[src/core/sbp_pkg.sv]
// Purpose: shared constants, types and helpers of the serial bus datapath
// Assumes: i_clk is the internal high-speed reference once the PLL runs
// Notes:   speed codes 0..2 stand for S100, S200 and S400
package sbp_pkg;
  localparam int N_PORTS         = 6;
  localparam int WORD_W          = 8;
  localparam int XTAL_KHZ        = 24576;
  localparam int REF_KHZ         = 393216;
  localparam int SYS_KHZ         = 49152;
  localparam int S100_KBPS       = 98304;
  localparam int S200_KBPS       = 196608;
  localparam int S400_KBPS       = 393216;
  localparam int PLL_MULT        = REF_KHZ / XTAL_KHZ;
  localparam int SYS_DIV         = REF_KHZ / SYS_KHZ;
  localparam int LOCK_XTAL_EDGES = 64;
  localparam int XTAL_LOSS_CYC   = 2 * PLL_MULT;
  localparam int RX_IDLE_CYC     = 16;

  localparam logic [1:0] SPD_S100 = 2'h0;
  localparam logic [1:0] SPD_S200 = 2'h1;
  localparam logic [1:0] SPD_S400 = 2'h2;

  localparam logic [1:0] LS_ZERO = 2'h0;
  localparam logic [1:0] LS_ONE  = 2'h1;
  localparam logic [1:0] LS_Z    = 2'h2;

  typedef enum logic [1:0] {PLL_OFF, PLL_LOCK, PLL_RUN} sbp_pll_t;
  typedef enum logic [1:0] {LNK_IDLE, LNK_TX, LNK_RX} sbp_link_t;

  function automatic logic [2:0] cyc_per_bit(input logic [1:0] spd);
    case (spd)
      SPD_S400: cyc_per_bit = 3'(REF_KHZ / S400_KBPS);
      SPD_S200: cyc_per_bit = 3'(REF_KHZ / S200_KBPS);
      default:  cyc_per_bit = 3'(REF_KHZ / S100_KBPS);
    endcase
  endfunction

  function automatic logic [3:0] bits_per_word(input logic [1:0] spd);
    bits_per_word = 4'(SYS_DIV / int'(cyc_per_bit(spd)));
  endfunction

  // cm = {above S400 level, above S200 level}
  function automatic logic [1:0] cm_speed(input logic [1:0] cm);
    cm_speed = cm[1] ? SPD_S400 : (cm[0] ? SPD_S200 : SPD_S100);
  endfunction

  // cmp = {plus above minus, minus above plus}
  function automatic logic [1:0] line_state(input logic [1:0] cmp);
    line_state = cmp[1] ? LS_ONE : (cmp[0] ? LS_ZERO : LS_Z);
  endfunction
endpackage

[src/core/sbp_ser.sv]
// Purpose: parallel-to-serial shifter with data-strobe encoder
// Assumes: a new word is loaded every system tick while sending
// Notes:   lane 0 leaves first; repeat bits bypass the shifter
`timescale 1ns/100ps
module sbp_ser (
  input  wire logic       i_clk,
  input  wire logic       i_rst,
  input  wire logic       i_load,
  input  wire logic [7:0] i_word,
  input  wire logic [1:0] i_speed,
  input  wire logic       i_rep_sel,
  input  wire logic       i_rep_bit,
  input  wire logic       i_rep_valid,
  output logic            o_data,
  output logic            o_strobe,
  output logic            o_busy
);
  logic [7:0] shreg;
  logic [3:0] left;
  logic [2:0] div;
  logic [1:0] spd;
  logic       tx_fire;
  logic       fire;
  logic       bit_now;

  always_ff @(posedge i_clk) begin
    if (i_rst) begin
      shreg <= 8'h00;
      left  <= 4'h0;
      div   <= 3'h0;
      spd   <= sbp_pkg::SPD_S100;
    end else if (i_load) begin
      shreg <= i_word;
      left  <= sbp_pkg::bits_per_word(i_speed);
      div   <= 3'h0;
      spd   <= i_speed;
    end else if (left != 4'h0) begin
      if (div == sbp_pkg::cyc_per_bit(spd) - 3'h1) begin
        div   <= 3'h0;
        shreg <= shreg >> 1;
        left  <= left - 4'h1;
      end else begin
        div <= div + 3'h1;
      end
    end
  end

  assign tx_fire = (left != 4'h0) && (div == 3'h0);
  assign fire    = i_rep_sel ? i_rep_valid : tx_fire;
  assign bit_now = i_rep_sel ? i_rep_bit : shreg[0];
  assign o_busy  = left != 4'h0;

  // exactly one of data and strobe changes per bit
  always_ff @(posedge i_clk) begin
    if (i_rst) begin
      o_data   <= 1'b0;
      o_strobe <= 1'b0;
    end else if (fire) begin
      o_data <= bit_now;
      if (bit_now == o_data) begin
        o_strobe <= ~o_strobe;
      end
    end
  end
endmodule

[src/core/sbp_des.sv]
// Purpose: data-strobe decoder and serial-to-parallel gatherer
// Assumes: inputs already pass through two flip-flops
// Notes:   first bit lands in lane 0; narrow words read zero above
`timescale 1ns/100ps
module sbp_des (
  input  wire logic       i_clk,
  input  wire logic       i_rst,
  input  wire logic       i_enable,
  input  wire logic       i_data,
  input  wire logic       i_strobe,
  input  wire logic [1:0] i_speed,
  output logic [7:0]      o_word,
  output logic            o_word_valid,
  output logic            o_bit,
  output logic            o_bit_valid
);
  logic       prev_par;
  logic [2:0] idx;
  logic [7:0] acc;
  logic [7:0] next_acc;
  logic       fire;

  // a parity change of data and strobe is the recovered clock edge
  assign fire        = i_enable && ((i_data ^ i_strobe) != prev_par);
  assign o_bit       = i_data;
  assign o_bit_valid = fire;

  always_comb begin
    next_acc      = acc;
    next_acc[idx] = i_data;
  end

  always_ff @(posedge i_clk) begin
    if (i_rst) begin
      prev_par <= 1'b0;
    end else begin
      prev_par <= i_data ^ i_strobe;
    end
  end

  always_ff @(posedge i_clk) begin
    if (i_rst || !i_enable) begin
      idx          <= 3'h0;
      acc          <= 8'h00;
      o_word       <= 8'h00;
      o_word_valid <= 1'b0;
    end else begin
      o_word_valid <= 1'b0;
      if (fire) begin
        if ({1'b0, idx} + 4'h1 == sbp_pkg::bits_per_word(i_speed)) begin
          o_word       <= next_acc;
          o_word_valid <= 1'b1;
          idx          <= 3'h0;
          acc          <= 8'h00;
        end else begin
          acc <= next_acc;
          idx <= idx + 3'h1;
        end
      end
    end
  end
endmodule

[src/core/sbp_phy.sv]
// Purpose: cable node datapath: clocking, line coding, repeat, resync
// Assumes: i_clk stands for the high-speed reference while the PLL runs
// Notes:   controller-side inputs are synchronous to o_sysclk
`timescale 1ns/100ps
module sbp_phy #(
  parameter int NP = sbp_pkg::N_PORTS
) (
  input  wire logic [2*NP-1:0] i_twisted_pair_a_cm,
  input  wire logic [2*NP-1:0] i_twisted_pair_a_cmp,
  input  wire logic [2*NP-1:0] i_twisted_pair_b_cmp,
  input  wire logic [NP-1:0]   i_twisted_pair_a_rx,
  input  wire logic [NP-1:0]   i_twisted_pair_b_rx,
  input  wire logic [NP-1:0]   i_twisted_pair_b_bias,
  input  wire logic [NP-1:0]   i_port_disable,
  input  wire logic [7:0]      i_tx_data,
  input  wire logic [1:0]      i_tx_speed,
  input  wire logic            i_clk,
  input  wire logic            i_rst,
  input  wire logic            i_xtal,
  input  wire logic            i_power_down_pin,
  input  wire logic            i_iso,
  input  wire logic            i_tx_req,
  input  wire logic            i_arb_phase,
  output logic [4*NP-1:0]      o_arb_status,
  output logic [NP-1:0]        o_twisted_pair_a_tx,
  output logic [NP-1:0]        o_twisted_pair_a_oe,
  output logic [NP-1:0]        o_twisted_pair_b_tx,
  output logic [NP-1:0]        o_twisted_pair_b_oe,
  output logic [NP-1:0]        o_rx_enable,
  output logic [NP-1:0]        o_port_termination_bias_en,
  output logic [NP-1:0]        o_connected,
  output logic [7:0]           o_rx_data,
  output logic [1:0]           o_rx_speed,
  output logic                 o_rx_valid,
  output logic                 o_sysclk,
  output logic                 o_pll_run,
  output logic                 o_tx_busy,
  output logic                 o_rx_active
);
  localparam int DIV_W = $clog2(sbp_pkg::SYS_DIV);
  localparam int SEL_W = $clog2(NP);

  logic [1:0]        pd_s;
  logic [1:0]        iso_s;
  logic [2:0]        xt_s;
  logic [NP-1:0]     a_s1;
  logic [NP-1:0]     a_s2;
  logic [NP-1:0]     b_s1;
  logic [NP-1:0]     b_s2;
  logic [NP-1:0]     bias_s1;
  logic [NP-1:0]     bias_s2;
  logic [2*NP-1:0]   acmp_s1;
  logic [2*NP-1:0]   acmp_s2;
  logic [2*NP-1:0]   bcmp_s1;
  logic [2*NP-1:0]   bcmp_s2;
  logic [2*NP-1:0]   cm_s1;
  logic [2*NP-1:0]   cm_s2;
  logic              pd;
  logic              xt_edge;
  logic              ref_run;
  sbp_pkg::sbp_pll_t pll_st;
  logic [6:0]        lock_cnt;
  logic [5:0]        loss_cnt;
  logic [DIV_W-1:0]  div_cnt;
  logic              sys_tick;
  logic [NP-1:0]     par_prev;
  logic [NP-1:0]     act;
  logic [NP-1:0]     conn;
  logic [1:0]        port_spd [NP];
  sbp_pkg::sbp_link_t link_st;
  logic [SEL_W-1:0]  rx_port;
  logic [SEL_W-1:0]  next_port;
  logic [SEL_W-1:0]  sel_port;
  logic              rx_found;
  logic              go_rx;
  logic              go_tx;
  logic              rx_en;
  logic              tx_load;
  logic [4:0]        idle_cnt;
  logic              ser_busy;
  logic              enc_d;
  logic              enc_s;
  logic [7:0]        rx_word;
  logic              rx_word_valid;
  logic              rx_bit;
  logic              rx_bit_valid;
  logic [1:0]        sel_spd;
  logic [7:0]        rx_hold;
  logic              rx_pend;
  logic [10:0]       ctl_lvl;
  logic [10:0]       ctl_prev;
  logic [NP-1:0]     tx_on;

  // two-stage capture of the line, power-down and iso inputs, three stages for i_xtal; i_port_disable and the controller inputs are used directly
  always_ff @(posedge i_clk) begin
    if (i_rst) begin
      pd_s    <= 2'h0;
      iso_s   <= 2'h0;
      xt_s    <= 3'h0;
      a_s1    <= '0;
      a_s2    <= '0;
      b_s1    <= '0;
      b_s2    <= '0;
      bias_s1 <= '0;
      bias_s2 <= '0;
      acmp_s1 <= '0;
      acmp_s2 <= '0;
      bcmp_s1 <= '0;
      bcmp_s2 <= '0;
      cm_s1   <= '0;
      cm_s2   <= '0;
    end else begin
      pd_s    <= {pd_s[0], i_power_down_pin};
      iso_s   <= {iso_s[0], i_iso};
      xt_s    <= {xt_s[1:0], i_xtal};
      a_s1    <= i_twisted_pair_a_rx;
      a_s2    <= a_s1;
      b_s1    <= i_twisted_pair_b_rx;
      b_s2    <= b_s1;
      bias_s1 <= i_twisted_pair_b_bias;
      bias_s2 <= bias_s1;
      acmp_s1 <= i_twisted_pair_a_cmp;
      acmp_s2 <= acmp_s1;
      bcmp_s1 <= i_twisted_pair_b_cmp;
      bcmp_s2 <= bcmp_s1;
      cm_s1   <= i_twisted_pair_a_cm;
      cm_s2   <= cm_s1;
    end
  end

  assign pd      = pd_s[1];
  assign xt_edge = xt_s[2] ^ xt_s[1];
  assign ref_run = pll_st == sbp_pkg::PLL_RUN;

  // crystal activity watchdog
  always_ff @(posedge i_clk) begin
    if (i_rst || xt_edge) begin
      loss_cnt <= 6'h00;
    end else if (loss_cnt != 6'(sbp_pkg::XTAL_LOSS_CYC - 1)) begin
      loss_cnt <= loss_cnt + 6'h01;
    end
  end

  always_ff @(posedge i_clk) begin
    if (i_rst) begin
      pll_st   <= sbp_pkg::PLL_OFF;
      lock_cnt <= 7'h00;
    end else begin
      case (pll_st)
        sbp_pkg::PLL_OFF: begin
          lock_cnt <= 7'h00;
          if (!pd) begin
            pll_st <= sbp_pkg::PLL_LOCK;
          end
        end
        sbp_pkg::PLL_LOCK: begin
          if (pd) begin
            pll_st <= sbp_pkg::PLL_OFF;
          end else if (xt_edge) begin
            if (lock_cnt == 7'(sbp_pkg::LOCK_XTAL_EDGES - 1)) begin
              pll_st <= sbp_pkg::PLL_RUN;
            end
            lock_cnt <= lock_cnt + 7'h01;
          end
        end
        sbp_pkg::PLL_RUN: begin
          if (pd) begin
            pll_st <= sbp_pkg::PLL_OFF;
          end else if (loss_cnt == 6'(sbp_pkg::XTAL_LOSS_CYC - 1)) begin
            pll_st   <= sbp_pkg::PLL_LOCK;
            lock_cnt <= 7'h00;
          end
        end
        default: pll_st <= sbp_pkg::PLL_OFF;
      endcase
    end
  end

  // reference divided down to the system clock
  always_ff @(posedge i_clk) begin
    if (i_rst || !ref_run) begin
      div_cnt <= '0;
    end else begin
      div_cnt <= div_cnt + DIV_W'(1);
    end
  end

  assign sys_tick = ref_run && (div_cnt == DIV_W'(sbp_pkg::SYS_DIV - 1));

  always_ff @(posedge i_clk) begin
    if (i_rst) begin
      o_sysclk  <= 1'b0;
      o_pll_run <= 1'b0;
    end else begin
      o_sysclk  <= ref_run & div_cnt[DIV_W-1];
      o_pll_run <= ref_run;
    end
  end

  assign conn = bias_s2 & ~i_port_disable;
  assign act  = (a_s2 ^ b_s2) ^ par_prev;

  always_ff @(posedge i_clk) begin
    if (i_rst) begin
      par_prev <= '0;
    end else begin
      par_prev <= a_s2 ^ b_s2;
    end
  end

  // speed of the next packet per port, caught while arbitrating
  always_ff @(posedge i_clk) begin
    for (int p = 0; p < NP; p++) begin
      if (i_rst) begin
        port_spd[p] <= sbp_pkg::SPD_S100;
      end else if (i_arb_phase) begin
        port_spd[p] <= sbp_pkg::cm_speed(cm_s2[2*p +: 2]);
      end
    end
  end

  always_ff @(posedge i_clk) begin
    if (i_rst) begin
      o_arb_status <= '0;
    end else if (link_st == sbp_pkg::LNK_IDLE) begin
      for (int p = 0; p < NP; p++) begin
        o_arb_status[4*p +: 4] <= {sbp_pkg::line_state(acmp_s2[2*p +: 2]),
                                   sbp_pkg::line_state(bcmp_s2[2*p +: 2])};
      end
    end
  end

  // lowest connected port showing a line transition
  always_comb begin
    next_port = '0;
    rx_found  = 1'b0;
    for (int p = NP - 1; p >= 0; p--) begin
      if (act[p] && conn[p]) begin
        next_port = SEL_W'(p);
        rx_found  = 1'b1;
      end
    end
  end

  assign go_rx    = (link_st == sbp_pkg::LNK_IDLE) && ref_run && !i_arb_phase && rx_found;
  assign go_tx    = (link_st == sbp_pkg::LNK_IDLE) && ref_run && !i_arb_phase && !rx_found
                    && i_tx_req && sys_tick;
  assign rx_en    = go_rx || (link_st == sbp_pkg::LNK_RX);
  assign sel_port = (link_st == sbp_pkg::LNK_RX) ? rx_port : next_port;
  assign sel_spd  = port_spd[sel_port];
  assign tx_load  = go_tx || ((link_st == sbp_pkg::LNK_TX) && sys_tick && i_tx_req);

  always_ff @(posedge i_clk) begin
    if (i_rst) begin
      link_st <= sbp_pkg::LNK_IDLE;
      rx_port <= '0;
    end else begin
      case (link_st)
        sbp_pkg::LNK_IDLE: begin
          if (go_rx) begin
            link_st <= sbp_pkg::LNK_RX;
            rx_port <= next_port;
          end else if (go_tx) begin
            link_st <= sbp_pkg::LNK_TX;
          end
        end
        sbp_pkg::LNK_TX: begin
          if (!ref_run || (sys_tick && !i_tx_req && !ser_busy)) begin
            link_st <= sbp_pkg::LNK_IDLE;
          end
        end
        sbp_pkg::LNK_RX: begin
          if (!ref_run || idle_cnt == 5'(sbp_pkg::RX_IDLE_CYC - 1)) begin
            link_st <= sbp_pkg::LNK_IDLE;
          end
        end
        default: link_st <= sbp_pkg::LNK_IDLE;
      endcase
    end
  end

  // packet ends after a quiet spell on the receiving port
  always_ff @(posedge i_clk) begin
    if (i_rst || link_st != sbp_pkg::LNK_RX || rx_bit_valid) begin
      idle_cnt <= 5'h00;
    end else begin
      idle_cnt <= idle_cnt + 5'h01;
    end
  end

  sbp_ser u_ser (
    .i_clk       (i_clk),
    .i_rst       (i_rst),
    .i_load      (tx_load),
    .i_word      (i_tx_data),
    .i_speed     (i_tx_speed),
    .i_rep_sel   (rx_en),
    .i_rep_bit   (rx_bit),
    .i_rep_valid (rx_bit_valid),
    .o_data      (enc_d),
    .o_strobe    (enc_s),
    .o_busy      (ser_busy)
  );

  sbp_des u_des (
    .i_clk        (i_clk),
    .i_rst        (i_rst),
    .i_enable     (rx_en),
    .i_data       (a_s2[sel_port]),
    .i_strobe     (b_s2[sel_port]),
    .i_speed      (sel_spd),
    .o_word       (rx_word),
    .o_word_valid (rx_word_valid),
    .o_bit        (rx_bit),
    .o_bit_valid  (rx_bit_valid)
  );

  // word held until the next system tick; a new word wins over the clear
  always_ff @(posedge i_clk) begin
    if (i_rst) begin
      rx_hold <= 8'h00;
      rx_pend <= 1'b0;
    end else if (rx_word_valid) begin
      rx_hold <= rx_word;
      rx_pend <= 1'b1;
    end else if (sys_tick) begin
      rx_pend <= 1'b0;
    end
  end

  always_ff @(posedge i_clk) begin
    if (i_rst) begin
      ctl_lvl <= 11'h000;
    end else if (sys_tick) begin
      ctl_lvl <= {rx_pend, rx_hold, sel_spd};
    end
  end

  always_ff @(posedge i_clk) begin
    if (i_rst) begin
      ctl_prev   <= 11'h000;
      o_rx_valid <= 1'b0;
      o_rx_data  <= 8'h00;
      o_rx_speed <= 2'h0;
    end else begin
      ctl_prev <= ctl_lvl;
      if (iso_s[1]) begin
        {o_rx_valid, o_rx_data, o_rx_speed} <= ctl_lvl;
      end else begin
        {o_rx_valid, o_rx_data, o_rx_speed} <= ctl_lvl ^ ctl_prev;
      end
    end
  end

  always_comb begin
    for (int p = 0; p < NP; p++) begin
      tx_on[p] = ref_run && !pd && conn[p] && ((link_st == sbp_pkg::LNK_TX)
                 || (rx_en && SEL_W'(p) != sel_port));
    end
  end

  always_ff @(posedge i_clk) begin
    if (i_rst) begin
      o_twisted_pair_a_tx <= '0;
      o_twisted_pair_a_oe <= '0;
      o_twisted_pair_b_tx <= '0;
      o_twisted_pair_b_oe <= '0;
      o_rx_enable         <= '0;
    end else begin
      for (int p = 0; p < NP; p++) begin
        o_twisted_pair_a_tx[p] <= tx_on[p] & enc_s;
        o_twisted_pair_b_tx[p] <= tx_on[p] & enc_d;
        o_twisted_pair_a_oe[p] <= tx_on[p];
        o_twisted_pair_b_oe[p] <= tx_on[p];
        o_rx_enable[p]         <= rx_en && SEL_W'(p) == sel_port;
      end
    end
  end

  always_ff @(posedge i_clk) begin
    if (i_rst) begin
      o_port_termination_bias_en <= '0;
      o_connected                <= '0;
      o_tx_busy                  <= 1'b0;
      o_rx_active                <= 1'b0;
    end else begin
      o_port_termination_bias_en <= {NP{!pd}} & ~i_port_disable;
      o_connected                <= conn;
      o_tx_busy                  <= link_st == sbp_pkg::LNK_TX;
      o_rx_active                <= link_st == sbp_pkg::LNK_RX;
    end
  end
endmodule

[config.mk]
export PLATFORM = sky130hd
export DESIGN_NAME = sbp_phy
export DESIGN_NICKNAME = d
export VERILOG_FILES = /design/src/core/sbp_pkg.sv /design/src/core/sbp_ser.sv /design/src/core/sbp_des.sv /design/src/core/sbp_phy.sv
export SDC_FILE = /design/constraint.sdc
export NUM_CORES = 1
export LEC_CHECK = 0
export ABC_AREA = 1
export BUFFER_PORTS_ARGS = -buffer_cell sky130_fd_sc_hd__buf_2
export CAP_MARGIN = 20
export CORE_MARGIN = 5
export CORE_UTILIZATION = 45
export CTS_BUF_LIST = sky130_fd_sc_hd__clkbuf_8
export DETAILED_ROUTE_END_ITERATION = 6
export PLACE_DENSITY_LB_ADDON = 0.12
export SYNTH_ARGS = -nofsm -noshare
export SYNTH_HDL_FRONTEND = slang
export SYNTH_SLANG_ARGS = --single-unit
[constraint.sdc]
create_clock -name i_clk -period 12.5 [get_ports i_clk]
set_clock_uncertainty 0.15 [all_clocks]
set_input_delay 2.5 -clock i_clk [delete_from_list [all_inputs] [get_ports i_clk]]
set_output_delay 2.5 -clock i_clk [all_outputs]
set_load 0.1 [all_outputs]
After elaboration in Yosys (flattened, before gate mapping):

Memory sizes are Yosys's and may differ from the RTL's.
Index checks and enable logic that the tools add are counted.

* register bits: 295
* memory bits (writable): 12
* output and inout bits: 81
* word-level logic and storage cells: 334
* memories: 1

* add/subtract/negate cells: 9
* divide/modulo/power cells: 2
* order comparisons: 3
* equal/unequal tests: 41
* muxes and demuxes: 111
* bitwise operators: 29
* reduce and logical (&&, ||, !) cells: 86

Memories
* port_spd: words 6, bits a word 2, rd ports 1, clocked after Yosys merged registers in 0, wr ports 6, RTL line sbp_phy.sv:69 `logic [1:0] port_spd [NP];`

Operator list (count)
* 2-bit 2-to-1 mux: 47
* 5-bit by 4-bit divider with 32-bit output, first input constant: 2
* 3-bit 2-to-1 mux: 16
* 1-bit logical AND: 45
* 8-bit 2-to-1 mux: 5
* 7-bit 2-to-1 mux: 4
* 1-bit 2-to-1 mux: 26
* 7-bit case mux with 3 select lines: 1
* 3-bit case mux with 2 select lines: 3
* 1-bit logical OR: 15
* 1-bit bitwise AND: 13
* 6-bit bitwise AND: 2
* 4-bit 2-to-1 mux: 3
* 2-bit case mux with 3 select lines: 2
* 6-bit bitwise XOR: 2
* 11-bit bitwise XOR: 1
* 2-bit by 1-bit == test with 1-bit output, second input constant: 5
* 2-bit == test, second input constant: 5
* 2-bit != test, second input constant: 5
* 3-bit by 1-bit adder with 3-bit output, second input constant: 3
* 3-bit != test, second input constant: 3
* 8-bit bitwise mux: 1
* 3-bit by 4-bit < comparator with 1-bit output, second input constant: 2
* 2-bit AND reduction: 4
* other kinds (40): 66

Depth between registers and ports, before layout:

* word-level depth: 21
* mapped depth: 30
* gate-level depth less buffers: 29

By module:

Synthesis repeated with hierarchy kept, for this count alone.

* cells, all modules: 1429
* area total of the unflattened synthesis: 11524.8 µm²

By module, submodules not included
* sbp_phy: times used 1, cells an instance 1092, area an instance 9090.0 µm², seq. area each 5465.2 µm²
* sbp_des: times used 1, cells an instance 171, area an instance 1271.2 µm², seq. area each 420.4 µm²
* sbp_ser: times used 1, cells an instance 166, area an instance 1163.6 µm², seq. area each 380.4 µm²

Worst setup path before layout:

No wires, ideal clock.

* path type: in2reg
* start point: in i_port_disable[5]
* end point: reg u_des.o_word[0]
* arrival time: 5434 ps
* data required time: 12226 ps
* slack: 6792 ps
* stages on the path: 25
* path through: inv_1 -> nand2_1 -> nor2_1 -> nand2_1 -> nand2_1 -> nand2_1 -> nand2_1 -> nand3_2 -> nand2_2 -> buf_6 -> inv_1 -> nor2_1 -> nand2_1 -> nand2_1 -> inv_1 -> a41oi_1 -> inv_1 -> ha_1 -> xor2_1 -> a2111oi_0 -> nand2_1 -> clkinv_1 -> nand4_2 -> nand2_1 -> a21oi_1

* word-level cells in the longest chain between the ends: 18
* elaborated cells between the ends (all ways): 37

RTL lines
* start: declaration: RTL line sbp_phy.sv:14 `input wire logic [NP-1:0] i_port_disable,`
* 6-bit inverter (*): RTL line sbp_phy.sv:200 `assign conn = bias_s2 & ~i_port_disable;`
* 6-bit bitwise AND (*): RTL line sbp_phy.sv:200
* 1-bit logical AND (*): RTL line sbp_phy.sv:238 `if (act[p] && conn[p]) begin`
* 3-bit 2-to-1 mux (*) (6 in a row): RTL line sbp_phy.sv:238
* 3-bit 2-to-1 mux (*): RTL line sbp_phy.sv:249 `assign sel_port = (link_st == sbp_pkg::LNK_RX) ? rx_port : next_port;`
* memory 6 x 2 bit (*)
* net sel_spd[0]: RTL line sbp_phy.sv:87 `logic [1:0] sel_spd;`
* 2-bit by 1-bit == test with 1-bit output or 2-bit == test (tied branches): RTL line sbp_pkg.sv:31 `case (spd)`
* 3-bit case mux with 2 select lines (*): RTL line sbp_pkg.sv:31
* 3-bit 2-to-1 mux (*): RTL line sbp_des.sv:49 `if (fire) begin`
* 3-bit 2-to-1 mux (*): RTL line sbp_des.sv:42 `if (i_rst || !i_enable) begin`
* 5-bit by 4-bit divider with 32-bit output (*): RTL line sbp_pkg.sv:39 `bits_per_word = 4'(SYS_DIV / int'(cyc_per_bit(spd)));`
* 4-bit == test (*): RTL line sbp_des.sv:50 `if ({1'b0, idx} + 4'h1 == sbp_pkg::bits_per_word(i_speed)) begin`
* 2-bit AND reduction (no source line) (*)
* end signal: assignment: RTL line sbp_des.sv:51 `o_word <= next_acc;`
* end: declaration: RTL line sbp_des.sv:12 `output logic [7:0] o_word,`

Mark *: on every way through the listed nets, which the timed path passes. The rest lies on a longest branch. The select of a mux whose other input is x is not followed.
A chain may end at the register's enable or synchronous reset.

Worst setup path in the final report:

* start point: in i_port_disable[5]
* end point: reg u_des.o_word[3]

The elaborated chain is that of the path after synthesis.

==> flow_metrics.env <==
export IMPL_power_switching_mw=0.527
export IMPL_drc_errors=0
export IMPL_timing_final_crit_period_ns=5.93
export IMPL_fin_nets=1643
export IMPL_first_pass_iters=4
export IMPL_crit_family="simple AND/OR/NAND/NOR gates"
export IMPL_p_int_mw=1.49
export IMPL_synthTopCellsByArea="dfxtp_1 (53%), nor2_1 (9.0%), inv_1 (8.3%), nand2_1 (6.3%), a21oi_1 (3.5%)"
export IMPL_grt_first_pass_wirelength_um=40300
export IMPL_antennaDiodeCount=0
export IMPL_insertion_delay_ns=0.57
export IMPL_ioPinCount=158
export IMPL_dpl_cell_area_um2=12200
export IMPL_path_clk_slew_ns=0.06
export IMPL_cts_root_buf="clkbuf_8"
export IMPL_grt_max_degree=101
export IMPL_crit_path_start_kind="primary input"
export IMPL_hp_class="flop to flop"
export IMPL_r2r_start="b_s2[5]$_SDFF_PP0_"
export IMPL_clock_sinks=307
export IMPL_setup_tns_ns=0
export IMPL_cts_setup_buffers=0
export IMPL_hold_viol=0
export IMPL_worstRegToRegCells=26
export IMPL_grt_pass1_vias=8394
export IMPL_synth_seq_area_share=0.559
export IMPL_crit_required_ns=12.75
export IMPL_maxCapViolations=0
export IMPL_p_leak_nw=6.18
export IMPL_drt_vias_per_instance=4.48
export IMPL_hold_buffers=0
export IMPL_finalMaxSlewViolations=0
export IMPL_coreArea_um2=24400
export IMPL_die_w_um=168
export IMPL_async_flop_share=0
export IMPL_holdPathStages=2
export IMPL_setup_violations=0
export IMPL_arrival_ns=6.18
export IMPL_cts_tree="built"
export IMPL_finalInstanceArea_um2=13100
export IMPL_ys_ff_latch=307
export IMPL_synth_edf_count=12
export IMPL_via_count=8536
export IMPL_r2r_slack_ns=8.17
export IMPL_drtAntennaViolNets=0
export IMPL_max_stage_delay_ns=0.39
export IMPL_seqPwrFrac=0.514
export IMPL_area_growth_pct=17.0
export IMPL_die_h_um=168
export IMPL_syn_area_um2=11200
export IMPL_rows=57
export IMPL_gp_congestion=0.791
export IMPL_endpoint_kind="flop"
export IMPL_clockBufferDepth=3
export IMPL_whs_endpoint="cm_s2[0]$_SDFF_PP0_"
export IMPL_cp_max_fo=12
export IMPL_timing_rr_end="u_des.o_word[3]$_SDFFE_PP0P_"
export IMPL_slowest_stage="a2111oi_0"
export IMPL_wl_per_cell_um=12.4
export IMPL_p_comb_frac=0.091
export IMPL_rsz0062_at_grt="false"
export IMPL_ys_warn_count=0
export IMPL_routed_wirelength_um=23600
export IMPL_place_hpwl_um=16400
export IMPL_ys_flop_type="dfxtp_1"
export IMPL_cpMostUsedCell="nand2_1"
export IMPL_synthTopCellsByCount="dfxtp_1 (295), nor2_1 (268), inv_1 (249), nand2_1 (189), a21oi_1 (78)"
export IMPL_cts_htree_levels=2
export IMPL_critPathBufInv=6
export IMPL_fin_crit_sh=0.475
export IMPL_cts_resized_gates=0
export IMPL_fmax_mhz=169
export IMPL_drive_gt1_frac=0.164
export IMPL_power_density_nw_per_um2=154
export IMPL_yosysTopAreaCell="dfxtp_1"
export IMPL_port_buffers=157
export IMPL_gr_total_overflow=0
export IMPL_drtIter0Drc=366
export IMPL_irDropWorstVdd_mv=0.102
export IMPL_netlist_instances=1385
export IMPL_synth_top_area_frac=0.527
export IMPL_tightest_slew_ns=0.895
export IMPL_ys_types=51
export IMPL_worstHoldStart="cm_s1[0]$_SDFF_PP0_"
export IMPL_die_area_um2=28100
export IMPL_synth_fp_nets=1480
export IMPL_grt_usage=0.169
export IMPL_start_util=0.459
export IMPL_maxSlewHeadroom=0.398
export IMPL_status="complete, no violations"
export IMPL_cts_buffers=50
export IMPL_yosysMostFrequentCell="dfxtp_1"
export IMPL_cp_num_cells=25
export IMPL_worstSetupPathType="primary input to flop"
export IMPL_sw_frac_of_total=0.261
export IMPL_syn_mean_instance_area_um2=8.09
export IMPL_grt_antenna_before_repair=0
export IMPL_p_clk_frac=0.395
-- per-stage QoR --
stage / total power [mW] / hold slack (ns) / util / cells / setup slack [ns]
2_1_floorplan: 1.20 / 0.238 / - / 1385 / 6.79
6_report: 2.02 / 0.247 / 0.537 / 1905 / 6.57
3_3_place_gp: 1.24 / 0.239 / 0.500 / 1820 / 6.13
5_1_grt: 2.12 / 0.260 / 0.537 / 1905 / 6.14
4_1_cts: 2.05 / 0.250 / 0.537 / 1905 / 6.60
3_5_place_dp: 1.24 / 0.242 / 0.500 / 1820 / 6.04
-- cells in the final DEF (no fill, tap or decap), types with 5 or more instances in the layout --
| cell type | n |
|---|---|
| o21ai_0 | 74 |
| nand3_2 | 5 |
| clkinv_2 | 6 |
| o21ai_1 | 8 |
| nand2_2 | 6 |
| nor3_1 | 17 |
| a31oi_1 | 10 |
| xor2_1 | 12 |
| nand2_1 | 189 |
| a21oi_1 | 78 |
| edfxtp_1 | 12 |
| o21a_1 | 9 |
| inv_1 | 266 |
| nand3_1 | 27 |
| dfxtp_1 | 295 |
| ha_1 | 18 |
| a211oi_1 | 5 |
| buf_2 | 156 |
| nor4_1 | 5 |
| nor2_2 | 5 |
| nor2_1 | 267 |
| clkbuf_8 | 58 |
-- how the worst max path moves through the flow --
stage                            from                            to
floorplan           i_port_disable[5]  u_des.o_word[0]$_SDFFE_PP0P_
global placement    i_port_disable[5]  u_des.o_word[7]$_SDFFE_PP0P_
global route        i_port_disable[5]  u_des.o_word[3]$_SDFFE_PP0P_
detailed placement  i_port_disable[5]  u_des.o_word[3]$_SDFFE_PP0P_
finish              i_port_disable[5]  u_des.o_word[3]$_SDFFE_PP0P_
CTS                 i_port_disable[5]  u_des.o_word[3]$_SDFFE_PP0P_
-- worst min-delay path, delay by kind of cell, from the launching register on --
| kind | cells | cell delay, ns |
|---|---|---|
| flops | 1 | 0.29 |
| buf+inv | 1 | 0.04 |
| simple gates | 1 | 0.03 |
-- sequential cells by signal, summed over array words and instances, names as in the netlist, 7 cells and up --
name and flops:
cm_s2 12, lock_cnt 7, acmp_s1 12, bcmp_s2 12, bcmp_s1 12, ctl_lvl 11
u_des.o_word 8, u_ser.shreg 8, rx_hold 8, o_rx_data 8, o_arb_status 24, cm_s1 12
acmp_s2 12, u_des.acc 8, port_spd 12, ctl_prev 11
-- routing by layer --
metal | GRT usage | share of wire
met5 | 0 | 0
met4 | 0.0501 | 0.019
met3 | 0.0384 | 0.056
met2 | 0.274 | 0.45
met1 | 0.226 | 0.48
-- cells by family after synthesis --
family,synth area share
xor+xnor,0.0140
buf+inv,0.105
fa+ha+maj,0.0201
mux,0.000894
compound gates,0.0980
flops,0.559
simple gates,0.202
-- layout make-up --
class / instances / area (µm²)
clock inverters: 27 / 125
fillers: 2376 / 11300
repair buffers: 159 / 807
multi-input cells: 777 / 3760
flip-flops and latches: 307 / 6270
well taps: 324 / 405
clock buffers: 58 / 798
inverters: 253 / 950
-- power groups by stage --
stage	combinational (mW)	clock [mW]	sequential (mW)
after CTS	0.186	0.825	1.04
after global routing	0.208	0.878	1.04
after detailed placement	0.185	0	1.06
after floorplan	0.0970	0	1.10
after global placement	0.182	0	1.06
final	0.184	0.797	1.04
(Power assumes the default switching activity.)
